**config.mk**
```make
export PLATFORM = sky130hd
export DESIGN_NAME = wdnr_top
export DESIGN_NICKNAME = d
export VERILOG_FILES = /design/src/wdnr_pkg.sv /design/src/wdnr_top.sv /design/src/wdnr_tick.sv /design/src/wdnr_avs.sv
export SDC_FILE = /design/constraint.sdc
export NUM_CORES = 1
export LEC_CHECK = 0
export BUFFER_PORTS_ARGS = -buffer_cell sky130_fd_sc_hd__buf_4
export CAP_MARGIN = 30
export CORE_ASPECT_RATIO = 0.6
export CORE_MARGIN = 4
export CORE_UTILIZATION = 40
export CTS_CLUSTER_DIAMETER = 80
export CTS_CLUSTER_SIZE = 16
export DETAILED_ROUTE_END_ITERATION = 10
export PLACE_DENSITY = 0.73
export SLEW_MARGIN = 20
export SYNTH_ARGS = -nofsm -noshare
export SYNTH_HDL_FRONTEND = slang
export SYNTH_SLANG_ARGS = --single-unit
export TNS_END_PERCENT = 20
```
**constraint.sdc**
```tcl
create_clock -name i_ref_clk -period 3.81 [get_ports i_ref_clk]
set_input_delay 1.143 -clock i_ref_clk [delete_from_list [all_inputs] [get_ports i_ref_clk]]
set_output_delay 1.143 -clock i_ref_clk [all_outputs]
set_load 0.05 [all_outputs]
```
**src/wdnr_pkg.sv**
```systemverilog
`default_nettype none
package wdnr_pkg;

  // ***************************************************
  // Bus geometry
  // ***************************************************
  localparam int unsigned ADDR_W = 18;
  localparam int unsigned DATA_W = 32;
  localparam int unsigned BE_W   = 4;
  localparam int unsigned REG_W  = 8;

  // ***************************************************
  // Register indices and byte addresses (byte = 4 * index)
  // ***************************************************
  localparam logic [15:0]       CTL_INDEX = 16'h5040;
  localparam logic [15:0]       ST_INDEX  = 16'h5041;
  localparam logic [ADDR_W-1:0] CTL_ADDR  = {CTL_INDEX, 2'h0};
  localparam logic [ADDR_W-1:0] ST_ADDR   = {ST_INDEX, 2'h0};

  // ***************************************************
  // Field layout and reset values
  // ***************************************************
  localparam int unsigned RUN_LSB     = 0;
  localparam int unsigned RUN_W       = 4;
  localparam int unsigned RESTART_BIT = 4;
  localparam int unsigned OVF_BIT     = 0;
  localparam int unsigned MODE_BIT    = 1;
  localparam int unsigned LANE0_BIT   = 0;
  localparam logic [RUN_W-1:0] RUN_STOP_KEY = 4'ha;
  localparam logic             MODE_NMI     = 1'h0;
  localparam logic             MODE_RESET   = 1'h1;

  // ***************************************************
  // Timing: oscillator periods, divider and counter size
  // ***************************************************
  localparam int unsigned OSC_DIV             = 128;
  localparam int unsigned CNT_W               = 10;
  localparam int unsigned TIMEOUT_OSC_PERIODS = 131072;
  localparam int unsigned TIMEOUT_TICKS       = TIMEOUT_OSC_PERIODS / OSC_DIV;

  // ***************************************************
  // Carriers and bus slave states
  // ***************************************************
  typedef struct packed {
    logic              read;
    logic              write;
    logic [ADDR_W-1:0] address;
    logic [DATA_W-1:0] writedata;
    logic [BE_W-1:0]   byteenable;
  } wdnr_req_t;

  typedef struct packed {
    logic              rd_en;
    logic              wr_en;
    logic [ADDR_W-1:0] address;
    logic [REG_W-1:0]  wdata;
  } wdnr_acc_t;

  typedef enum logic [1:0] {
    AVS_IDLE = 2'h1,
    AVS_ACK  = 2'h2
  } wdnr_avs_state_t;

endpackage
`default_nettype wire

```
**src/wdnr_top.sv**
```systemverilog
`timescale 1ns/1ps
`default_nettype none
module wdnr_top #(
  parameter int unsigned CNT_W = wdnr_pkg::CNT_W,
  parameter int unsigned DIV   = wdnr_pkg::OSC_DIV
) (
  input  wire logic                        i_ref_clk,
  input  wire logic                        i_nrst,
  input  wire logic                        i_low_speed_osc,
  input  wire logic [wdnr_pkg::ADDR_W-1:0] i_avs_address,
  input  wire logic                        i_avs_read,
  input  wire logic                        i_avs_write,
  input  wire logic [wdnr_pkg::DATA_W-1:0] i_avs_writedata,
  input  wire logic [wdnr_pkg::BE_W-1:0]   i_avs_byteenable,
  output logic [wdnr_pkg::DATA_W-1:0]      o_avs_readdata,
  output logic                             o_avs_waitrequest,
  output logic                             o_nmi,
  output logic                             o_cpu_reset
);

  localparam logic [CNT_W-1:0] CNT_MAX = '1;

  // ***************************************************
  // Declarations
  // ***************************************************
  wdnr_pkg::wdnr_req_t            req;
  wdnr_pkg::wdnr_acc_t            acc;
  logic [wdnr_pkg::REG_W-1:0]     rdata;
  logic                           tick;
  logic                           ctl_wr;
  logic                           st_wr;
  logic                           restart_wr;
  logic                           running;
  logic                           overflow;
  logic [wdnr_pkg::RUN_W-1:0]     run_field_ff;
  logic                           mode_ff;
  logic                           ovf_status_ff;
  logic [CNT_W-1:0]               cnt_ff;
  logic                           nmi_ff;
  logic                           cpu_reset_ff;

  // ***************************************************
  // Bus slave and tick source
  // ***************************************************
  assign req.read       = i_avs_read;
  assign req.write      = i_avs_write;
  assign req.address    = i_avs_address;
  assign req.writedata  = i_avs_writedata;
  assign req.byteenable = i_avs_byteenable;

  wdnr_avs u_avs (
    .i_ref_clk     (i_ref_clk),
    .i_nrst        (i_nrst),
    .i_req         (req),
    .i_rdata       (rdata),
    .o_waitrequest (o_avs_waitrequest),
    .o_readdata    (o_avs_readdata),
    .o_acc         (acc)
  );

  // Tick keeps coming in halt, stops in sleep with the oscillator
  wdnr_tick #(
    .DIV (DIV)
  ) u_tick (
    .i_ref_clk       (i_ref_clk),
    .i_nrst          (i_nrst),
    .i_low_speed_osc (i_low_speed_osc),
    .o_tick          (tick)
  );

  // ***************************************************
  // Register decode
  // ***************************************************
  // two byte registers
  assign ctl_wr     = acc.wr_en && (acc.address == wdnr_pkg::CTL_ADDR);
  assign st_wr      = acc.wr_en && (acc.address == wdnr_pkg::ST_ADDR);
  assign restart_wr = ctl_wr && acc.wdata[wdnr_pkg::RESTART_BIT];

  // Read mux; restart and reserved bits read zero
  // restart reads zero
  always_comb
  begin
    rdata = '0;
    if (acc.address == wdnr_pkg::CTL_ADDR)
      rdata[wdnr_pkg::RUN_LSB +: wdnr_pkg::RUN_W] = run_field_ff;
    else if (acc.address == wdnr_pkg::ST_ADDR)
    begin
      rdata[wdnr_pkg::MODE_BIT] = mode_ff;
      rdata[wdnr_pkg::OVF_BIT]  = ovf_status_ff;
    end
  end

  // ***************************************************
  // Control registers
  // ***************************************************
  // stop key at reset
  always_ff @(posedge i_ref_clk)
  begin
    if (!i_nrst)
      run_field_ff <= wdnr_pkg::RUN_STOP_KEY;
    else if (ctl_wr)
      run_field_ff <= acc.wdata[wdnr_pkg::RUN_LSB +: wdnr_pkg::RUN_W];
  end

  always_ff @(posedge i_ref_clk)
  begin
    if (!i_nrst)
      mode_ff <= wdnr_pkg::MODE_NMI;
    else if (st_wr)
      mode_ff <= acc.wdata[wdnr_pkg::MODE_BIT];
  end

  // ***************************************************
  // Timeout counter
  // ***************************************************
  // run unless stop key
  assign running  = (run_field_ff != wdnr_pkg::RUN_STOP_KEY);
  assign overflow = tick && running && (cnt_ff == CNT_MAX) && !restart_wr;

  // Restart wins over a tick in the same cycle
  // stop keeps count
  always_ff @(posedge i_ref_clk)
  begin
    if (!i_nrst)
      cnt_ff <= '0;
    else if (restart_wr)
      cnt_ff <= '0;
    else if (tick && running)
      cnt_ff <= cnt_ff + CNT_W'(1);
  end

  // ***************************************************
  // Status and outputs toward the CPU
  // ***************************************************
  // Restart clear wins; a restart write blocks overflow in that cycle
  // set on overflow
  always_ff @(posedge i_ref_clk)
  begin
    if (!i_nrst)
      ovf_status_ff <= 1'h0;
    else if (overflow)
      ovf_status_ff <= 1'h1;
    else if (restart_wr)
      ovf_status_ff <= 1'h0;
  end

  // One-cycle NMI or reset request on overflow
  // action on timeout
  always_ff @(posedge i_ref_clk)
  begin
    if (!i_nrst)
    begin
      nmi_ff       <= 1'h0;
      cpu_reset_ff <= 1'h0;
    end
    else
    begin
      nmi_ff       <= overflow && (mode_ff == wdnr_pkg::MODE_NMI);
      cpu_reset_ff <= overflow && (mode_ff == wdnr_pkg::MODE_RESET);
    end
  end

  assign o_nmi       = nmi_ff;
  assign o_cpu_reset = cpu_reset_ff;
endmodule // wdnr_top
`default_nettype wire

```
**src/wdnr_tick.sv**
```systemverilog
`timescale 1ns/1ps
`default_nettype none
module wdnr_tick #(
  parameter int unsigned DIV = wdnr_pkg::OSC_DIV
) (
  input  wire logic i_ref_clk,
  input  wire logic i_nrst,
  input  wire logic i_low_speed_osc,
  output logic      o_tick
);

  localparam int unsigned DW = $clog2(DIV);
  localparam logic [DW-1:0] DIV_LAST = DW'(DIV - 1);

  logic          osc_prev_ff;
  logic [DW-1:0] div_cnt_ff;
  logic          tick_ff;
  logic          osc_rise;

  // ***************************************************
  // Oscillator divider
  // ***************************************************
  assign osc_rise = i_low_speed_osc & ~osc_prev_ff;

  // Edge history of the oscillator input; follows the pin in reset so no false edge
  always_ff @(posedge i_ref_clk)
  begin
    osc_prev_ff <= i_low_speed_osc;
  end

  always_ff @(posedge i_ref_clk)
  begin
    if (!i_nrst)
    begin
      div_cnt_ff <= '0;
      tick_ff    <= 1'h0;
    end
    else
    begin
      tick_ff <= osc_rise && (div_cnt_ff == DIV_LAST);
      if (osc_rise)
        div_cnt_ff <= (div_cnt_ff == DIV_LAST) ? '0 : div_cnt_ff + DW'(1);
    end
  end

  assign o_tick = tick_ff;
endmodule // wdnr_tick
`default_nettype wire

```
**src/wdnr_avs.sv**
```systemverilog
`timescale 1ns/1ps
`default_nettype none
module wdnr_avs (
  input  wire logic                      i_ref_clk,
  input  wire logic                      i_nrst,
  input  wire wdnr_pkg::wdnr_req_t       i_req,
  input  wire logic [wdnr_pkg::REG_W-1:0] i_rdata,
  output logic                           o_waitrequest,
  output logic [wdnr_pkg::DATA_W-1:0]    o_readdata,
  output wdnr_pkg::wdnr_acc_t            o_acc
);

  wdnr_pkg::wdnr_avs_state_t state_ff;
  logic                      waitreq_ff;
  logic [wdnr_pkg::DATA_W-1:0] rdata_ff;
  logic                      req_on;

  assign req_on = i_req.read | i_req.write;

  // ***************************************************
  // One wait state per request
  // ***************************************************
  always_ff @(posedge i_ref_clk)
  begin
    if (!i_nrst)
    begin
      state_ff   <= wdnr_pkg::AVS_IDLE;
      waitreq_ff <= 1'h1;
    end
    else
    begin
      case (state_ff)
        wdnr_pkg::AVS_IDLE:
        begin
          if (req_on)
          begin
            state_ff   <= wdnr_pkg::AVS_ACK;
            waitreq_ff <= 1'h0;
          end
        end
        wdnr_pkg::AVS_ACK:
        begin
          state_ff   <= wdnr_pkg::AVS_IDLE;
          waitreq_ff <= 1'h1;
        end
        default:
        begin
          state_ff   <= wdnr_pkg::AVS_IDLE;
          waitreq_ff <= 1'h1;
        end
      endcase
    end
  end

  // Read data captured as the wait state ends, zero-extended
  always_ff @(posedge i_ref_clk)
  begin
    if (!i_nrst)
      rdata_ff <= '0;
    else if (state_ff == wdnr_pkg::AVS_IDLE && i_req.read)
      rdata_ff <= {{(wdnr_pkg::DATA_W - wdnr_pkg::REG_W){1'h0}}, i_rdata};
  end

  // Access strobes act at the edge where waitrequest is low
  assign o_acc.rd_en   = (state_ff == wdnr_pkg::AVS_ACK) && i_req.read;
  assign o_acc.wr_en   = (state_ff == wdnr_pkg::AVS_ACK) && i_req.write &&
                         i_req.byteenable[wdnr_pkg::LANE0_BIT];
  assign o_acc.address = i_req.address;
  assign o_acc.wdata   = i_req.writedata[wdnr_pkg::REG_W-1:0];
  assign o_waitrequest = waitreq_ff;
  assign o_readdata    = rdata_ff;

endmodule // wdnr_avs
`default_nettype wire

```
Word-level counts from Yosys, hierarchy flattened
Cells that the tools add are included.
{"block": "classes", "n_addsub": 2, "eq_ne": 7, "muxes": 6, "bitwise_logic": 5, "n_reduce_logical": 16}
{"op": "equality test 18 x 17 -> 1 bit (second input constant)", "n": 2}
{"op": "logical AND 1 bit", "n": 12}
{"op": "adder 10 x 1 -> 10 bit (second input constant)", "n": 1}
{"op": "equality test 10 bit (second input constant)", "n": 1}
{"op": "adder 7 x 1 -> 7 bit (second input constant)", "n": 1}
{"op": "equality test 7 bit (second input constant)", "n": 1}
{"op": "2-to-1 mux 7 bit", "n": 1}
{"op": "2-to-1 mux 2 bit", "n": 3}
{"op": "inequality test 4 bit (second input constant)", "n": 1}
{"op": "inverter 1 bit", "n": 3}
{"op": "equality test 2 x 1 -> 1 bit (second input constant)", "n": 1}
{"op": "equality test 2 bit (second input constant)", "n": 1}
{"op": "2-to-1 mux 1 bit", "n": 2}
{"op": "AND reduction 2 bit", "n": 1}
{"op": "nonzero test 2 bit", "n": 1}
{"op": "OR reduction 2 bit", "n": 1}
{"op": "AND 1 bit", "n": 1}
{"op": "zero test 1 bit", "n": 1}
{"op": "OR 1 bit", "n": 1}
{"block": "word_totals", "regBits": 34, "inputBits": 59, "elab_cells": 48}

Depth between registers and ports, before layout
Gate-level depths: netlist (run 1).
{"block": "depth", "depth_word": 8, "mapped_depth": 5}

By module
Synthesis (run 1) repeated with hierarchy kept, for this count alone.
{"block": "unflattened", "hier_cells": 238, "hier_area_um2": 2150.8}
{"mod": "wdnr_top", "n_inst": 1, "cells_per_inst": 104, "area_each_um2": 988.4}
{"mod": "wdnr_avs", "n_inst": 1, "cells_per_inst": 95, "area_each_um2": 792.0}
{"mod": "wdnr_tick", "n_inst": 1, "cells_per_inst": 39, "area_each_um2": 370.4}

Worst setup path after synthesis (run 1)
Ideal clock, no wire load.
{"block": "synth_timing", "path_kind": "input to register", "from": "input i_avs_address[12] in the netlist's numbering", "to": "register cnt_ff[9]", "setup_ps": 115, "arrival_time_ps": 2158, "t_required_ps": 3695, "slack_ps": 1538, "stages": 5, "path_cell_list": "nor4_4 > nand4_4 > o31ai_4 > buf_6 > nor2_1"}
{"block": "synth_between", "elab_chain_len": 4}
{"item": "start, declared", "line_no": "wdnr_top.sv:10", "source": "input wire logic [wdnr_pkg::ADDR_W-1:0] i_avs_address,"}
{"item": "equality test 18 x 17 -> 1 bit", "line_no": "wdnr_top.sv:75", "source": "assign ctl_wr = acc.wr_en && (acc.address == wdnr_pkg::CTL_ADDR);"}
{"item": "logical AND 1 bit", "line_no": "wdnr_top.sv:75"}
{"item": "logical AND 1 bit", "line_no": "wdnr_top.sv:77", "source": "assign restart_wr = ctl_wr && acc.wdata[wdnr_pkg::RESTART_BIT];"}
{"item": "OR reduction 2 bit (no source line)"}
{"item": "end signal, assigned", "line_no": "wdnr_top.sv:129", "source": "cnt_ff <= cnt_ff + CNT_W'(1);"}
{"item": "end, declared", "line_no": "wdnr_top.sv:38", "source": "logic [CNT_W-1:0] cnt_ff;"}
No other way between the ends.
A chain may end at the register's enable or synchronous reset.

Final worst setup path (run 1)
{"block": "layout_timing", "from": "input i_avs_address[12] in the netlist's numbering", "to": "register cnt_ff[4]"}
Same word-level chain as after synthesis.

==> results of run 1 <==
[where the power goes]
part	internal [uW]	switching, uW	leakage, uW
Sequential	349	2.53	0.000267
Clock	163	123	0.0000542
Combinational	28.4	87.4	0.000505
Total	540	213	0.000826
[sequential cells by signal (all words and copies together), names as in the netlist]
name and flops:
ovf_status_ff 1, run_field_ff 4, u_avs.o_readdata 4, mode_ff 1, u_tick.o_tick 1, o_nmi 1, u_tick.div_cnt_ff 7, o_cpu_reset 1
cnt_ff 10, u_avs.state_ff 2, u_tick.osc_prev_ff 1
[critical path: stages]
cell and delay (ns):
buf_4 0.12, nor4_4 0.33, nand4_4 0.20, o31ai_4 0.64, nor2_1 0.12
[layout make-up]
class,instances,share of cell area
multi-input cells,148,0.443
clock buffers,7,0.0474
repair buffers,36,0.132
inverters,7,0.0129
flip-flops and latches,33,0.325
clock inverters,1,0.00246
well taps,60,0.0370
[through the flow]
| stage | power, uW | std cells | hold WS (ns) | area, sq um | setup WS [ns] |
|---|---|---|---|---|---|
| after floorplan | 466 | 222 | 0.421 | 1830 | 1.54 |
| after global placement | 474 | 283 | 0.443 | 1920 | 1.11 |
| after detailed placement | 475 | 284 | 0.453 | 1930 | 1.09 |
| after CTS | 762 | 292 | 0.463 | 2030 | 1.40 |
| after global routing | 787 | 292 | 0.487 | 2030 | 1.25 |
| final | 753 | 292 | 0.456 | 2030 | 1.41 |
[final timing paths]
kind,end,startpoint,slack [ns],cells after the start
setup / recovery,cnt_ff[4],i_avs_address[12],1.41,5
hold / removal,u_avs.o_readdata[3],u_avs.o_readdata[3],0.46,2
setup reg to reg,cnt_ff[4],u_avs.state_ff[0],2.23,4
hold reg to reg,u_avs.o_readdata[3],u_avs.o_readdata[3],0.46,2
[metal layers]
metal  track usage  part of all wire  vias to the layer above  wire length, um
met1         0.169              0.49                      568             1620
met2         0.156              0.37                       61             1220
li1              -                 -                      681                -
met4        0.0689             0.016                        0               51
met3        0.0626              0.12                        5              396
met5             0                 0                        -                0
[cells by family (layout without fill, tap and decap cells)]
group,Yosys count,in the layout,share of synthesized area
flip-flops,33,33,0.382
buffers and inverters,41,51,0.156
other,1,28,0.00217
XOR/XNOR,15,15,0.0760
AO/OA/AOI/OAI,19,19,0.0673
adder cells (fa/ha/maj),2,2,0.0145
multiplexers,3,3,0.0188
AND/OR/NAND/NOR,81,81,0.283
[cells in the final DEF (no fill, tap or decap), types with 2 or more instances in the layout]
cell type  netlist  final
and2_1           3      3
nand4_1         12     12
ha_1             2      2
nor2_2           4      4
nor3_1           6      6
a31oi_1          2      2
nor4_1           2      2
clkbuf_8         0      7
inv_1            7      7
and3_1           3      3
o21ai_0          6      6
nor2_1          17     17
dfxtp_1         33     33
nor4b_2          2      2
buf_4           28     35
nand2_1         13     13
nor2b_1          4      4
mux2_2           2      2
a21oi_1          9      9
xor2_1           6      6
xnor2_1          9      9
conb_1           1     28
nand3_1          4      4
==> impl_metrics.json, run 1 <==
{
  "status": "completed",
  "portBuffers": 35,
  "hold_violations": 0,
  "synth.avg_cell_area_sq_um": 8.86,
  "finalWeightedCongestion": 0.780,
  "die_h_um": 58.9,
  "rsz0062_at_grt": "false",
  "post-synth-top-area-cell": "dfxtp_1",
  "fmax_mhz": 416,
  "maxCapViolCount": 0,
  "start_kind": "input port",
  "yosys-top-cells-count": "dfxtp_1, buf_4, nor2_1, nand2_1, nand4_1",
  "coreArea_sq_mm": 0.00414,
  "wirelength_um": 3290,
  "period_share": 0.631,
  "hp-class": "register to register",
  "dp_hpwl_um": 2680,
  "yosysTopAreaCellShare": 0.382,
  "ios": 94,
  "post-route-drc-count": 0,
  "cts_buffers": 5,
  "grt_remaining_overflow": 0,
  "diodes": 0,
  "worst_pin_slew_ns": 0.645,
  "grt_max_degree": 14,
  "die-area_sq_mm": 0.00547,
  "p_per_area_mw_per_mm2": 371,
  "async_flop_share": 0,
  "crit_type": "input port to register",
  "tns_ns": 0,
  "synth_edf_count": 0,
  "synthesis.area_sq_mm": 0.00173,
  "initial_core_util": 0.417,
  "finalCriticalPeriod_ns": 2.40,
  "die_x_um": 92.9,
  "vias": 1315,
  "grt_usage": 0.124,
  "finClkSkew_ns": 0.00531,
  "worst-path-max-fanout": 13,
  "yosysMostFrequentCell": "dfxtp_1",
  "yosys-top-cells-area": "dfxtp_1, buf_4, xnor2_1, nand4_1, nor2_1",
  "cts_root_buf": "clkbuf_8",
  "multiInputGateArea_sq_um": 900,
  "synth_seq_cells": 33,
  "finalSetupViolations": 0,
  "grt_pass1_vias": 1122,
  "p_leak_uw": 0.000826,
  "critPathRequiredTime_ns": 3.95,
  "rows": 18,
  "ys_types": 39,
  "ctsResizeCount": 0,
  "htree_levels": 2,
  "yosysSeqAreaShare": 0.382,
  "critPathCaptureType": "register",
  "cts_buffer_depth": 2,
  "cts_tree": "yes",
  "grt_pass1_wl_um": 5110,
  "max-vdd-ir-drop_mv": 0.129,
  "yosys_most_used_dff": "dfxtp_1",
  "clkLatencyLatePin_ns": 0.28,
  "critPathArrivalTime_ns": 2.55,
  "ant_nets": 0,
  "n_fill_cell": 405,
  "cts_hold_buf": 0,
  "synth_warnings": 0,
  "synthToLayoutAreaGrowth_pct": 17.5,
  "drive_above_1_share": 0.246,
  "viasPerCell": 4.50,
  "regArea_sq_um": 661,
  "dr.pass1.iters": 4,
  "wl_per_cell_um": 11.3,
  "drv_slew": 0,
  "path_clk_slew_ns": 0.06,
  "num-nets-final": 292,
  "first_iter_violations": 60,
  "cts.sinks": 33,
  "antenna_found_initial": 0,
  "post_cts_buffers": 0,
  "utilization": 0.490,
  "relSlewSlack": 0.570,
  "syn-instance-count": 195
}
No activity file was read; power rests on OpenSTA's default activity.
==> inputs of run 2 (changes only) <==
==> constraint.sdc (replaced) <==
create_clock -name i_ref_clk -period 2.25 [get_ports i_ref_clk]
set_input_delay 0.675 -clock i_ref_clk [delete_from_list [all_inputs] [get_ports i_ref_clk]]
set_output_delay 0.675 -clock i_ref_clk [all_outputs]
set_load 0.05 [all_outputs]
==> run 2 against run 1 <==
  * Hold slack got worse by 0.0019 ns
  * First-iteration DRC count is 6.7% higher
  * Final cell count rose by 0.68%
  * Core utilization grew 1.1 points
  * Clock power grew 100%
  * Largest cell class unchanged
  * Largest power group unchanged
==> impl_metrics.json, run 2 (synthesis gave the netlist of run 1 again) <==
{
  "status": "completed",
  "htree_levels": 2,
  "num-nets-final": 294,
  "synthToLayoutAreaGrowth_pct": 20.1,
  "drive_above_1_share": 0.248,
  "finClkSkew_ns": 0.00699,
  "cts.sinks": 33,
  "path_clk_slew_ns": 0.07,
  "critPathRequiredTime_ns": 2.42,
  "most-common-layout-cells": "buf_4, dfxtp_1, conb_1, nor2_1, nand2_1",
  "critPathCaptureType": "register",
  "instances_no_fill": 294,
  "finalSetupViolations": 0,
  "grt_remaining_overflow": 0,
  "first_iter_violations": 64,
  "clkLatencyLatePin_ns": 0.29,
  "finalCriticalPeriod_ns": 1.69,
  "cts_tree": "yes",
  "portBuffers": 35,
  "viasPerCell": 4.60,
  "diodes": 0,
  "hold_violations": 0,
  "p_per_area_mw_per_mm2": 660,
  "grt_usage": 0.128,
  "reg_top3": "cnt_ff: 10 flops, u_tick.div_cnt_ff: 7 flops",
  "critPathArrivalTime_ns": 1.86,
  "cts_buffers": 5,
  "maxCapViolCount": 0,
  "layout_commonest_cell": "buf_4",
  "cts_root_buf": "clkbuf_8",
  "fmax_mhz": 590,
  "rsz0062_at_grt": "false",
  "drv_slew": 0,
  "p_leak_uw": 0.000846,
  "dp_hpwl_um": 2640,
  "largest_register_ffs": 10,
  "rows": 18,
  "hp-class": "register to register",
  "grt_pass1_vias": 1185,
  "initial_core_util": 0.417,
  "dr.pass1.iters": 4,
  "grt_max_degree": 14,
  "die_h_um": 58.9,
  "start_kind": "input port",
  "coreArea_sq_mm": 0.00414,
  "wirelength_um": 3390,
  "max-vdd-ir-drop_mv": 0.268,
  "wl_per_cell_um": 11.5,
  "tns_ns": 0,
  "die_x_um": 92.9,
  "finalWeightedCongestion": 0.772,
  "ctsResizeCount": 0,
  "dpl.cell_count": 286,
  "ios": 94,
  "ant_nets": 0,
  "largest_register": "cnt_ff",
  "die-area_sq_mm": 0.00547,
  "period_share": 0.753,
  "crit_type": "input port to register",
  "post-route-drc-count": 0,
  "cts_buffer_depth": 2,
  "cts_hold_buf": 0,
  "worst-path-max-fanout": 13,
  "vias": 1351,
  "antenna_found_initial": 0,
  "post_cts_buffers": 0,
  "grt_pass1_wl_um": 5420
}
run 2: cell types whose count changed in the layout (fill, tap and decap cells not counted), sizes merged:
cell | before | now
buf | 36 | 38
bufinv | 0 | 1
clkinv | 1 | 0
run 2: final cells by class:
class                           count  area [sq um]
Sequential cell                    33           661
Clock buffer                        7          86.3
Timing Repair Buffer               38           298
Multi-Input combinational cell    148           900
Tap cell                           60          75.1
Fill cell                         407          2070
Clock inverter                      1          30.0
Inverter                            7          26.3
run 2: metal layers:
metal  up-vias  GRT usage  part of all wire
met1       592      0.176              0.50
met5         -          0                 0
met3         5     0.0485              0.11
li1        685          -                 -
met2        69      0.175              0.39
met4         0     0.0626             0.013
run 2: report_power, final:
group / total, uW / switching, uW / internal [uW]
sequential: 595 / 4.12 / 591
combinational: 202 / 150 / 52.6
clock: 573 / 212 / 361
total: 1370 / 366 / 1000
run 2: critical path: stages:
cell and delay [ns]:
buf_4 0.12, nor4_4 0.33, nand4_4 0.20, o31ai_4 0.31, buf_12 0.18, a21oi_1 0.05
run 2: path summary, 6_finish.rpt:
kind	start	endpoint	slack, ns	depth (start not counted)
worst max register to register	u_tick.o_tick	cnt_ff[9]	0.82	4
worst min-delay path	u_avs.o_readdata[2]	u_avs.o_readdata[2]	0.45	2
worst min register to register	u_avs.o_readdata[2]	u_avs.o_readdata[2]	0.45	2
worst max-delay path	i_avs_address[12]	cnt_ff[1]	0.56	6
run 2: through the flow:
stage | worst slack, ns | hold WS [ns] | instance area [sq um] | total power (uW) | utilization
final | 0.555 | 0.454 | 2080 | 1370 | 0.501
after global routing | 0.450 | 0.466 | 2080 | 1420 | 0.501
after floorplan | 0.446 | 0.421 | 1830 | 789 | -
after global placement | 0.261 | 0.444 | 1960 | 808 | 0.473
after CTS | 0.538 | 0.452 | 2080 | 1380 | 0.501
after detailed placement | 0.235 | 0.440 | 1960 | 809 | 0.473
==> inputs of run 3 (changes only) <==
--- a/config.mk
+++ b/config.mk
@@ -13,7 +13,7 @@
 export CTS_CLUSTER_DIAMETER = 80
 export CTS_CLUSTER_SIZE = 16
 export DETAILED_ROUTE_END_ITERATION = 10
-export PLACE_DENSITY = 0.73
+export PLACE_DENSITY = 0.76
 export SLEW_MARGIN = 20
 export SYNTH_ARGS = -nofsm -noshare
 export SYNTH_HDL_FRONTEND = slang
==> constraint.sdc (replaced) <==
create_clock -name i_ref_clk -period 1.37 [get_ports i_ref_clk]
set_input_delay 0.411 -clock i_ref_clk [delete_from_list [all_inputs] [get_ports i_ref_clk]]
set_output_delay 0.411 -clock i_ref_clk [all_outputs]
set_load 0.05 [all_outputs]
==> run 3 against run 2 <==
  * The run now ends with negative setup slack left
  * Power is 67% higher
  * First-iteration DRC count is 33% lower
  * Die area stayed put
  * Clock power is 66% higher
  * Non-clock buffer count is 13 higher
  * Clock skew is 0.0016 ns higher
  * Global-route usage is 1.1 points higher
==> impl_metrics.json, run 3 (synthesis gave the netlist of run 1 again) <==
{
  "critPathArrivalTime_ns": 1.63,
  "multiInputGateArea_sq_um": 957,
  "grt_usage": 0.139,
  "period_share": 1.02,
  "post_cts_buffers": 0,
  "crit_type": "register to register",
  "finalSetupViolations": 1,
  "post-route-drc-count": 0,
  "layout_commonest_cell": "buf_4",
  "cts_tree": "yes",
  "vias": 1429,
  "cts_root_buf": "clkbuf_8",
  "grt_max_degree": 14,
  "utilization": 0.542,
  "slowest_stage": "dfxtp_4",
  "cts_hold_buf": 0,
  "die_x_um": 92.9,
  "die_h_um": 58.9,
  "viasPerCell": 4.65,
  "finalWorstSetupSlack_ns": -0.0318,
  "coreArea_sq_mm": 0.00414,
  "status": "finished with violations",
  "drive_above_1_share": 0.328,
  "reg_top3": "cnt_ff: 10 flops, u_tick.div_cnt_ff: 7 flops",
  "wirelength_um": 3740,
  "diodes": 0,
  "largest_register": "cnt_ff",
  "violations": "negative setup slack",
  "wl_per_cell_um": 12.2,
  "grt_remaining_overflow": 0,
  "worst-path-max-fanout": 3,
  "ant_nets": 0,
  "critPathCaptureType": "register",
  "critPathRequiredTime_ns": 1.59,
  "num-nets-final": 307,
  "antenna_found_initial": 0,
  "synthToLayoutAreaGrowth_pct": 29.9,
  "hold_violations": 0,
  "critPathMaxStageDelay_ns": 0.34,
  "maxCapViolCount": 0,
  "regArea_sq_um": 667,
  "cts_buffers": 5,
  "cts.sinks": 33,
  "dpl_cell_area_sq_mm": 0.00208,
  "hp-class": "input port to register",
  "drv_slew": 0,
  "grt_pass1_wl_um": 5710,
  "portBuffers": 35,
  "rsz0062_at_grt": "true",
  "path_clk_slew_ns": 0.07,
  "rows": 18,
  "most-common-layout-cells": "buf_4, dfxtp_1, conb_1, nor2_1, nand2_1",
  "largest_register_ffs": 10,
  "grt_pass1_vias": 1302,
  "finalCriticalPeriod_ns": 1.40,
  "fmax_mhz": 713,
  "start_kind": "register",
  "first_iter_violations": 43,
  "cts_buffer_depth": 2,
  "initial_core_util": 0.417,
  "clkLatencyLatePin_ns": 0.29,
  "htree_levels": 2,
  "crit_chain": "and4b_1, buf_4, nand4_1, or3_1, a21oi_1",
  "die-area_sq_mm": 0.00547,
  "dr.pass1.iters": 4,
  "dp_hpwl_um": 2760,
  "finClkSkew_ns": 0.00855,
  "final_cell_area_sq_mm": 0.00224,
  "power_uw": 2290,
  "n_fill_cell": 394,
  "ios": 94,
  "p_per_area_mw_per_mm2": 1020,
  "fin_hold_ws_ns": 0.228,
  "finalWeightedCongestion": 0.810,
  "p_leak_uw": 0.000938,
  "max-vdd-ir-drop_mv": 0.409
}
==> run 3: cell count changes in the layout (fill, tap and decap cells not counted), moves of 3 or more <==
cell and delta:
o21ai_1 +3, nor4b_4 +3, buf_4 +11, dfxtp_1 -3, o21ai_0 -3
==> run 3: worst max-delay path, delay by kind of cell, from the launching register on <==
family	cells	cell delay, ns
flops	1	0.34
buf+inv	1	0.13
simple gates	3	0.72
compound gates	1	0.14
==> run 3: what timing repair did <==
action	CTS	global route
setup endpoints to repair	14	27
resized for setup	1	14
pin swaps	6	8
==> run 3: routing by layer <==
layer / track usage / vias to the layer above / part of all wire
met5: 0 / - / 0
met4: 0.0752 / 0 / 0.019
met3: 0.0626 / 8 / 0.085
met2: 0.209 / 52 / 0.44
met1: 0.168 / 655 / 0.45
li1: - / 714 / -
==> run 3: power breakdown <==
part / internal, uW / leakage [uW] / switching [uW] / total (uW)
clock network: 593 / 0.0000585 / 357 / 950
logic: 105 / 0.000611 / 254 / 359
registers: 971 / 0.000268 / 6.47 / 978
==> run 3: area by class of cell <==
cell class              instances  share of cell area
well taps                      60              0.0334
clock buffers                   7              0.0385
multi-input cells             148               0.426
clock inverters                 1              0.0134
inverters                       7              0.0117
repair buffers                 51               0.179
flip-flops and latches         33               0.297
==> run 3: path summary, 6_finish.rpt <==
path,from,endpoint,slack (ns),cells after the start
worst max register to register,u_avs.state_ff[0],mode_ff,-0.03,5
worst min-delay path,i_low_speed_osc,u_tick.osc_prev_ff,0.23,1
worst min register to register,u_avs.o_readdata[0],u_avs.o_readdata[0],0.45,2
worst max-delay path,u_avs.state_ff[0],mode_ff,-0.03,5
==> run 3: through the flow <==
stage	TNS, ns	instances	setup WS, ns
after global routing	-0.790	307	-0.112
after detailed placement	-5.18	299	-0.260
after floorplan	-1.02	222	-0.0901
after global placement	-4.65	299	-0.234
after CTS	-0.0204	307	-0.0198
final	-0.0318	307	-0.0318
